[config.mk]
export PLATFORM = sky130hd
export DESIGN_NAME = acs_adc_serial
export DESIGN_NICKNAME = d
export VERILOG_FILES = /design/src/verilog/acs_pkg.sv /design/src/verilog/acs_adc_serial.sv /design/src/verilog/acs_sync2.sv
export VERILOG_INCLUDE_DIRS = /design/src /design/src/verilog
export SDC_FILE = /design/constraint.sdc
export NUM_CORES = 1
export LEC_CHECK = 0
export ABC_AREA = 1
export ABC_CLOCK_PERIOD_IN_PS = 2100
export BUFFER_PORTS_ARGS = -buffer_cell sky130_fd_sc_hd__buf_2
export CAP_MARGIN = 20
export CORE_ASPECT_RATIO = 1.75
export CORE_UTILIZATION = 29
export DETAILED_ROUTE_END_ITERATION = 10
export GPL_TIMING_DRIVEN = 0
export SLEW_MARGIN = 25
export SYNTH_ARGS = -nofsm -noshare
export SYNTH_HDL_FRONTEND = slang
export SYNTH_HIERARCHICAL = 1
export SYNTH_SLANG_ARGS = --single-unit
[constraint.sdc]
create_clock -name clk_sys -period 2.1 [get_ports clk_sys]
set_input_delay 0.315 -clock clk_sys [delete_from_list [all_inputs] [get_ports clk_sys]]
set_output_delay 0.315 -clock clk_sys [all_outputs]
set_load 0.01 [all_outputs]
[src/verilog/acs_consts.svh]
`ifndef ACS_CONSTS_SVH
`define ACS_CONSTS_SVH

`define ACS_NUM_ADC 8
`define ACS_NUM_CHANNELS 16
`define ACS_WORD_BITS 12
`define ACS_CNT_BITS 4
`define ACS_BIT_RATE_MULT 12
`define ACS_BITCLK_MULT 6
`define ACS_CLAMP_REG_ADDR 70
`define ACS_CLAMP_DIS_BIT 14
`define ACS_GPR_BITS 16
`define ACS_CLAMP_RESET 1'h1
`define ACS_CUT_CODE_7M5 2'h0
`define ACS_CUT_CODE_10M 2'h1
`define ACS_CUT_CODE_14M 2'h2
`define ACS_CLK_MHZ 50
`define ACS_DETECT_NS 1000
`define ACS_DETECT_CYCLES ((`ACS_DETECT_NS * `ACS_CLK_MHZ + 999) / 1000)
`define ACS_DET_BITS 12

`endif

[src/verilog/acs_pkg.sv]
`include "acs_consts.svh"

package acs_pkg;

    typedef enum logic [1:0] {
        ACS_CUT_7M5,
        ACS_CUT_10M,
        ACS_CUT_14M
    } acs_cutoff_e;

    typedef enum logic {
        ACS_SER_IDLE,
        ACS_SER_SHIFT
    } acs_ser_e;

    typedef struct packed {
        logic [`ACS_NUM_ADC-1:0][`ACS_WORD_BITS-1:0] word;
    } acs_words_s;

    typedef struct packed {
        logic frame;
        logic bit_clk;
        logic [`ACS_NUM_ADC-1:0] lane;
    } acs_link_s;

endpackage

[src/verilog/acs_adc_serial.sv]
`timescale 1ns/10ps
`include "acs_consts.svh"

module acs_adc_serial #(
    parameter int DETECT_CYCLES = `ACS_DETECT_CYCLES
) (
    input wire logic clk_sys, // system clock, 50 MHz
    input wire logic rst_n, // async reset, active low
    input wire logic clock_input_positive, // device input clock pin
    input wire logic clock_input_negative, // negative clock pin level
    input wire logic [1:0] filter_cutoff_select, // cutoff code
    input wire logic [`ACS_GPR_BITS-1:0] gp_reg70, // register 70 contents
    input wire acs_pkg::acs_words_s adc_result, // converter results
    output acs_pkg::acs_cutoff_e filter_cutoff, // cutoff for all filters
    output logic clamp_enable, // clamp active
    output logic clk_buffer_enable, // internal clock buffer on
    output logic single_ended_mode, // single-ended clock in use
    output logic sample_even, // pulse: even channels sampled
    output logic sample_odd, // pulse: odd channels sampled
    output acs_pkg::acs_link_s link_out // lanes, frame and bit clock
);

    localparam logic [`ACS_CNT_BITS-1:0] LAST_BIT =
        `ACS_CNT_BITS'(`ACS_WORD_BITS);
    localparam logic [`ACS_DET_BITS-1:0] DET_LIMIT =
        `ACS_DET_BITS'(DETECT_CYCLES);

    logic [1:0] pins_sync;
    logic pos_s;
    logic neg_s;
    logic pos_prev;
    logic rise;

    acs_sync2 #(
        .WIDTH(2)
    ) u_sync (
        .clk_sys(clk_sys),
        .rst_n(rst_n),
        .d({clock_input_negative, clock_input_positive}),
        .q(pins_sync)
    );

    assign pos_s = pins_sync[0];
    assign neg_s = pins_sync[1];
    assign rise = pos_s & ~pos_prev;

    // control group
    acs_pkg::acs_cutoff_e next_filter_cutoff;
    logic next_clamp_enable;
    logic next_single_ended;
    logic next_clk_buffer_enable;
    logic [`ACS_DET_BITS-1:0] det_cnt;
    logic [`ACS_DET_BITS-1:0] next_det_cnt;

    always_comb
    begin
        next_filter_cutoff = filter_cutoff;
        unique case (filter_cutoff_select)
            `ACS_CUT_CODE_7M5:
                next_filter_cutoff = acs_pkg::ACS_CUT_7M5;
            `ACS_CUT_CODE_10M:
                next_filter_cutoff = acs_pkg::ACS_CUT_10M;
            `ACS_CUT_CODE_14M:
                next_filter_cutoff = acs_pkg::ACS_CUT_14M;
            default:
                next_filter_cutoff = filter_cutoff;
        endcase
        next_clamp_enable = ~gp_reg70[`ACS_CLAMP_DIS_BIT];
        next_det_cnt = det_cnt;
        next_single_ended = single_ended_mode;
        if (neg_s)
        begin
            next_det_cnt = '0;
            next_single_ended = 1'h0;
        end
        else if (det_cnt < DET_LIMIT)
        begin
            next_det_cnt = det_cnt + 1'h1;
        end
        else
        begin
            next_single_ended = 1'h1;
        end
        next_clk_buffer_enable = ~next_single_ended;
    end

    always_ff @(posedge clk_sys or negedge rst_n)
    begin
        if (!rst_n)
        begin
            filter_cutoff <= acs_pkg::ACS_CUT_7M5;
            clamp_enable <= `ACS_CLAMP_RESET;
            single_ended_mode <= 1'h0;
            clk_buffer_enable <= 1'h1;
            det_cnt <= '0;
        end
        else
        begin
            filter_cutoff <= next_filter_cutoff;
            clamp_enable <= next_clamp_enable;
            single_ended_mode <= next_single_ended;
            clk_buffer_enable <= next_clk_buffer_enable;
            det_cnt <= next_det_cnt;
        end
    end

    // sampling group
    logic odd_phase;
    logic next_odd_phase;
    logic next_sample_even;
    logic next_sample_odd;
    acs_pkg::acs_words_s hold;
    acs_pkg::acs_words_s next_hold;
    logic hold_odd;
    logic next_hold_odd;
    logic pend;
    logic next_pend;
    logic load;

    always_comb
    begin
        next_odd_phase = odd_phase;
        next_sample_even = 1'h0;
        next_sample_odd = 1'h0;
        next_hold = hold;
        next_hold_odd = hold_odd;
        next_pend = pend & ~load;
        if (rise)
        begin
            next_odd_phase = ~odd_phase;
            next_sample_even = ~odd_phase;
            next_sample_odd = odd_phase;
            next_hold = adc_result;
            next_hold_odd = odd_phase;
            next_pend = 1'h1;
        end
    end

    always_ff @(posedge clk_sys or negedge rst_n)
    begin
        if (!rst_n)
        begin
            pos_prev <= 1'h0;
            odd_phase <= 1'h0;
            sample_even <= 1'h0;
            sample_odd <= 1'h0;
            hold <= '0;
            hold_odd <= 1'h0;
            pend <= 1'h0;
        end
        else
        begin
            pos_prev <= pos_s;
            odd_phase <= next_odd_phase;
            sample_even <= next_sample_even;
            sample_odd <= next_sample_odd;
            hold <= next_hold;
            hold_odd <= next_hold_odd;
            pend <= next_pend;
        end
    end

    // serializer group
    acs_pkg::acs_ser_e state;
    acs_pkg::acs_ser_e next_state;
    logic [`ACS_CNT_BITS-1:0] bit_cnt;
    logic [`ACS_CNT_BITS-1:0] next_bit_cnt;
    logic [`ACS_NUM_ADC-1:0][`ACS_WORD_BITS-1:0] shreg;
    logic [`ACS_NUM_ADC-1:0][`ACS_WORD_BITS-1:0] next_shreg;
    logic [`ACS_NUM_ADC-1:0] next_lane;
    logic next_frame;
    logic next_bit_clk;
    logic busy_done;
    logic shift;

    assign busy_done = (state == acs_pkg::ACS_SER_IDLE) |
        (bit_cnt == LAST_BIT);
    assign load = pend & busy_done;
    assign shift = (state == acs_pkg::ACS_SER_SHIFT) & (bit_cnt != LAST_BIT);

    genvar g;
    generate
        for (g = 0; g < `ACS_NUM_ADC; g++)
        begin : g_lane
            // msb first from the held word, then from the shifter
            assign next_lane[g] = load ?
                hold.word[g][`ACS_WORD_BITS-1] :
                (shift ? shreg[g][`ACS_WORD_BITS-1] :
                link_out.lane[g]);
            assign next_shreg[g] = load ?
                {hold.word[g][`ACS_WORD_BITS-2:0], 1'h0} :
                (shift ? {shreg[g][`ACS_WORD_BITS-2:0], 1'h0} : shreg[g]);
        end
    endgenerate

    always_comb
    begin
        next_state = state;
        next_bit_cnt = bit_cnt;
        next_frame = link_out.frame;
        next_bit_clk = link_out.bit_clk;
        if (load)
        begin
            next_state = acs_pkg::ACS_SER_SHIFT;
            next_bit_cnt = `ACS_CNT_BITS'(1);
            next_frame = ~hold_odd;
            next_bit_clk = ~link_out.bit_clk;
        end
        else if (shift)
        begin
            next_bit_cnt = bit_cnt + 1'h1;
            next_bit_clk = ~link_out.bit_clk;
        end
        else if (state == acs_pkg::ACS_SER_SHIFT)
        begin
            next_state = acs_pkg::ACS_SER_IDLE;
        end
    end

    always_ff @(posedge clk_sys or negedge rst_n)
    begin
        if (!rst_n)
        begin
            state <= acs_pkg::ACS_SER_IDLE;
            bit_cnt <= '0;
            shreg <= '0;
            link_out <= '0;
        end
        else
        begin
            state <= next_state;
            bit_cnt <= next_bit_cnt;
            shreg <= next_shreg;
            link_out.lane <= next_lane;
            link_out.frame <= next_frame;
            link_out.bit_clk <= next_bit_clk;
        end
    end

endmodule

[src/verilog/acs_sync2.sv]
`timescale 1ns/10ps

module acs_sync2 #(
    parameter int WIDTH = 2
) (
    input wire logic clk_sys, // system clock
    input wire logic rst_n, // async reset, active low
    input wire logic [WIDTH-1:0] d, // asynchronous input
    output logic [WIDTH-1:0] q // synchronised output
);

    logic [WIDTH-1:0] stage1;

    always_ff @(posedge clk_sys or negedge rst_n)
    begin
        if (!rst_n)
        begin
            stage1 <= '0;
            q <= '0;
        end
        else
        begin
            stage1 <= d;
            q <= stage1;
        end
    end

endmodule
==> metrics.md <==
| Metric | Value |
|---|---|
| Slew @ Worst Pin | 0.6792 ns |
| Antenna violations before repair | 1 |
| Initial Utilization | 29.61% |
| Clock net sink count | 226 |
| Syn avg cell area | 10.87 um^2 |
| CP bufs+invs | 2 |
| Routed WL | 22,300 um |
| Synthesized Nets | 961 |
| Pint | 8.655 mW |
| DRT antenna net count | 0 |
| Period utilization | 84.36% |
| Cell Area, Synth | 0.009134 mm^2 |
| Slew Limit Fails | 0 |
| Worst clock skew | 0.01339 ns |
| Crit path time final | 1.772 ns |
| Flip-flop and latch count after synthesis | 226 |
| Clk_lat worst skew | 0.52 ns |
| Synth warn | 6 |
| P_leak | 5.334 nW |
| FFs w/ async S/R, synth | 100.0% |
| Chip Width | 136.2 um |
| Post-synth EDFFs | 0 |
| Clock share of power | 32.2% |
| Most used cell, CP | nand2_4 |
| Hold_ws | 0.02908 ns |
| CP max-delay cell | clkbuf_1 |
| PortBufs | 119 |
| Post-cts resize count | 0 |
| Vias | 6,223 |
| Crit. End Element | flop |
| Clk buf depth | 3 |
| Most area-consuming cells after synthesis | dfrtp_1, mux2_2, nand2_1, nand3_1, buf_6 |
| Synthesis-to-layout area growth | 21.14% |
| Post-synthesis sequential area ratio | 61.95% |
| Post-synth top area share | 61.37% |
| WP data required | 2.47 ns |
| Switching Share | 28.52% |
| NumNets Final | 1,114 |
| Mapped Cells | 840 |
| Initial DRC Count | 254 |
| CP max stage delay | 0.51 ns |
| Remaining global-route overflow | 0 |
| DRC violations left | 0 |
| Total die area | 0.03224 mm^2 |
| Setup Fix Bufs, Post-CTS | 0 |
| Final hold violation count | 0 |
| Detailed Place HPWL | 15,500 um |
| Die Y | 236.8 um |
| Most common cell in the netlist | nand2_1 |
| Cell family with most CP delay | buffers and inverters |
| Vias in the first global route | 6,680 |
| Synth unique cells | 24 |
| # rows | 85 |
| Gate power share | 18.4% |
| Relative slew slack | 54.72% |
| Vias per inst | 4.445 |
| Placed insts | 1,352 |
| H-tree levels | 1 |
| Core area | 0.03084 mm^2 |
| Fraction of layout cells with a size suffix above 1 | 30.46% |
| MaxCap Viol Count | 0 |
| Sequential power share | 49.4% |
| Power Density | 1094 mW/mm^2 |
| Switch Pwr | 3.454 mW |
| Root Buffer Master | clkbuf_16 |
| Run status | finished, final reports clean |
| CP cell instances | inv_1 -> ha_1 -> nand3_2 -> nand2_4 -> nand2_4 -> clkbuf_1 -> o21ai_0 |
| Top cell type by total area after synthesis | dfrtp_1 |
| Fmax | 0.5645 GHz |
| First-pass GRT wire length | 36,030 um |
| Worst EP arrival | 2.14 ns |
| Setup CP Type | reg2reg |
| Largest net degree at the start of global routing | 89 |
| Synth Flop Type | dfrtp_1 |
| Hold Crit Class | in2reg |
| CP Max Fanout | 10 |
| Unrepaired setup endpoints after global routing | no |
| Routability Congestion | 0.7232 |
| Pre-antenna DRT Iters | 5 |
| CTS tree | built |
| CTS Buf Count | 23 |
| Post-synth top cells | nand2_1, dfrtp_1, mux2_2 |
| Avg WL per Cell | 15.93 um |
| Worst VDD drop | 698.9 uV |
| Non-filler cells, final | 1,400 |
| Total Routing Usage GR | 14.75% |
| CP Launch Type | flop |
| Filler cells | 3,178 |
| Setup-violating endpoint count in the final report | 0 |
| IO Count | 135 |
| Clock slew at reported path FFs | 0.06 ns |
layer usage:
layer	up-vias	wire length (um)	GRT usage (%)	part of all wire (%)
met2	115	11950	26.83	54
met1	3060	9079	17.61	41
met5	-	0	0	0
met3	26	791	1.691	3.5
met4	0	479	5.017	2.1
li1	3022	-	-	-
flip-flops by register name, summed over array words and instances (netlist names):
register           count
clamp_enable           1
u_sync/q               2
hold_odd               1
shreg                 88
sample_even            1
filter_cutoff          2
det_cnt               12
odd_phase              1
hold                  96
single_ended_mode      1
u_sync/stage1          2
clk_buffer_enable      1
state                  1
bit_cnt                4
pos_prev               1
link_out              10
pend                   1
sample_odd             1
worst reg2reg max path: stages (launching register included):
cell      delay [ns]
dfrtp_1         0.41
inv_1           0.07
ha_1            0.20
nand3_2         0.08
nand2_4         0.08
nand2_4         0.10
clkbuf_1        0.51
o21ai_0         0.18
final cells by class:
class	instances	area [um^2]	area share (%)
flip-flops and latches	226	5658	51.14
inverters	37	138.9	1.255
multi-input cells	535	2998	27.09
repair buffers	128	730.7	6.604
diodes	1	2.502	0.02262
well taps	391	489.2	4.422
clock inverters	5	27.53	0.2488
plain buffers	42	339.1	3.065
clock buffers	35	680.7	6.152
path summary, 6_finish.rpt:
kind | slack, ns | startpoint | cells after the start | to
min in group asynchronous | 0.39 | rst_n | 2 | hold[81]
max reg2reg | 0.33 | bit_cnt[0] | 7 | shreg[13]
min | 0.03 | filter_cutoff_select[1] | 3 | filter_cutoff[1]
max | 0.33 | bit_cnt[0] | 7 | shreg[13]
max in group asynchronous | 0.48 | rst_n | 4 | clk_buffer_enable
min reg2reg | 0.35 | u_sync/stage1[1] | 0 | u_sync/q[1]
power groups by stage:
stage	logic [mW]	registers (mW)	clock network, mW
2_1_floorplan	1.52	5.91	0
3_3_place_gp	2.19	6.03	0
3_5_place_dp	2.28	6.05	0
4_1_cts	2.30	5.99	4.06
5_1_grt	2.57	6.11	4.20
6_report	2.23	5.98	3.90
timing repair:
action | CTS | global route
endpoints found under the hold margin | 94 | 0
hold buffers | 7 | 0
setup endpoints to repair | 0 | 0
layout by cell type, fill, tap and decap left out, types with 5 or more instances in the layout:
| cell | count |
|---|---|
| o211ai_1 | 8 |
| a21oi_1 | 5 |
| buf_2 | 134 |
| buf_4 | 6 |
| clkbuf_1 | 8 |
| xor2_1 | 6 |
| buf_6 | 17 |
| nand2_1 | 276 |
| nor2_1 | 20 |
| mux2_2 | 93 |
| dlygate4sd3_1 | 7 |
| clkbuf_16 | 23 |
| o21ai_0 | 15 |
| dfrtp_1 | 224 |
| nand3_1 | 90 |
| inv_1 | 34 |
| clkbuf_8 | 6 |
| nand2_2 | 10 |
per-stage QoR:
stage               setup TNS [ns]  setup slack [ns]  util (%)  total power, mW  area, um^2
detailed placement               0            0.2736     33.34            8.334       10280
global placement           -734.60            -3.298     33.13            8.215       10220
finish                           0            0.3284     35.87            12.11       11060
floorplan                        0            0.6648         -            7.435        9134
CTS                              0            0.2753     35.87            12.34       11060
global route                     0            0.1387     35.87            12.88       11060
cell families after synthesis:
logic type | share of synthesized area [%]
AOI/OAI and AO/OA | 2.041
buffers and inverters | 5.233
muxes | 11.47
and+or+nand+nor | 18.33
xor gates and xnor gates | 0.5753
adders and majority gates | 0.4110
DFF | 61.95
Note: power is estimated with default switching activity, not from simulation.
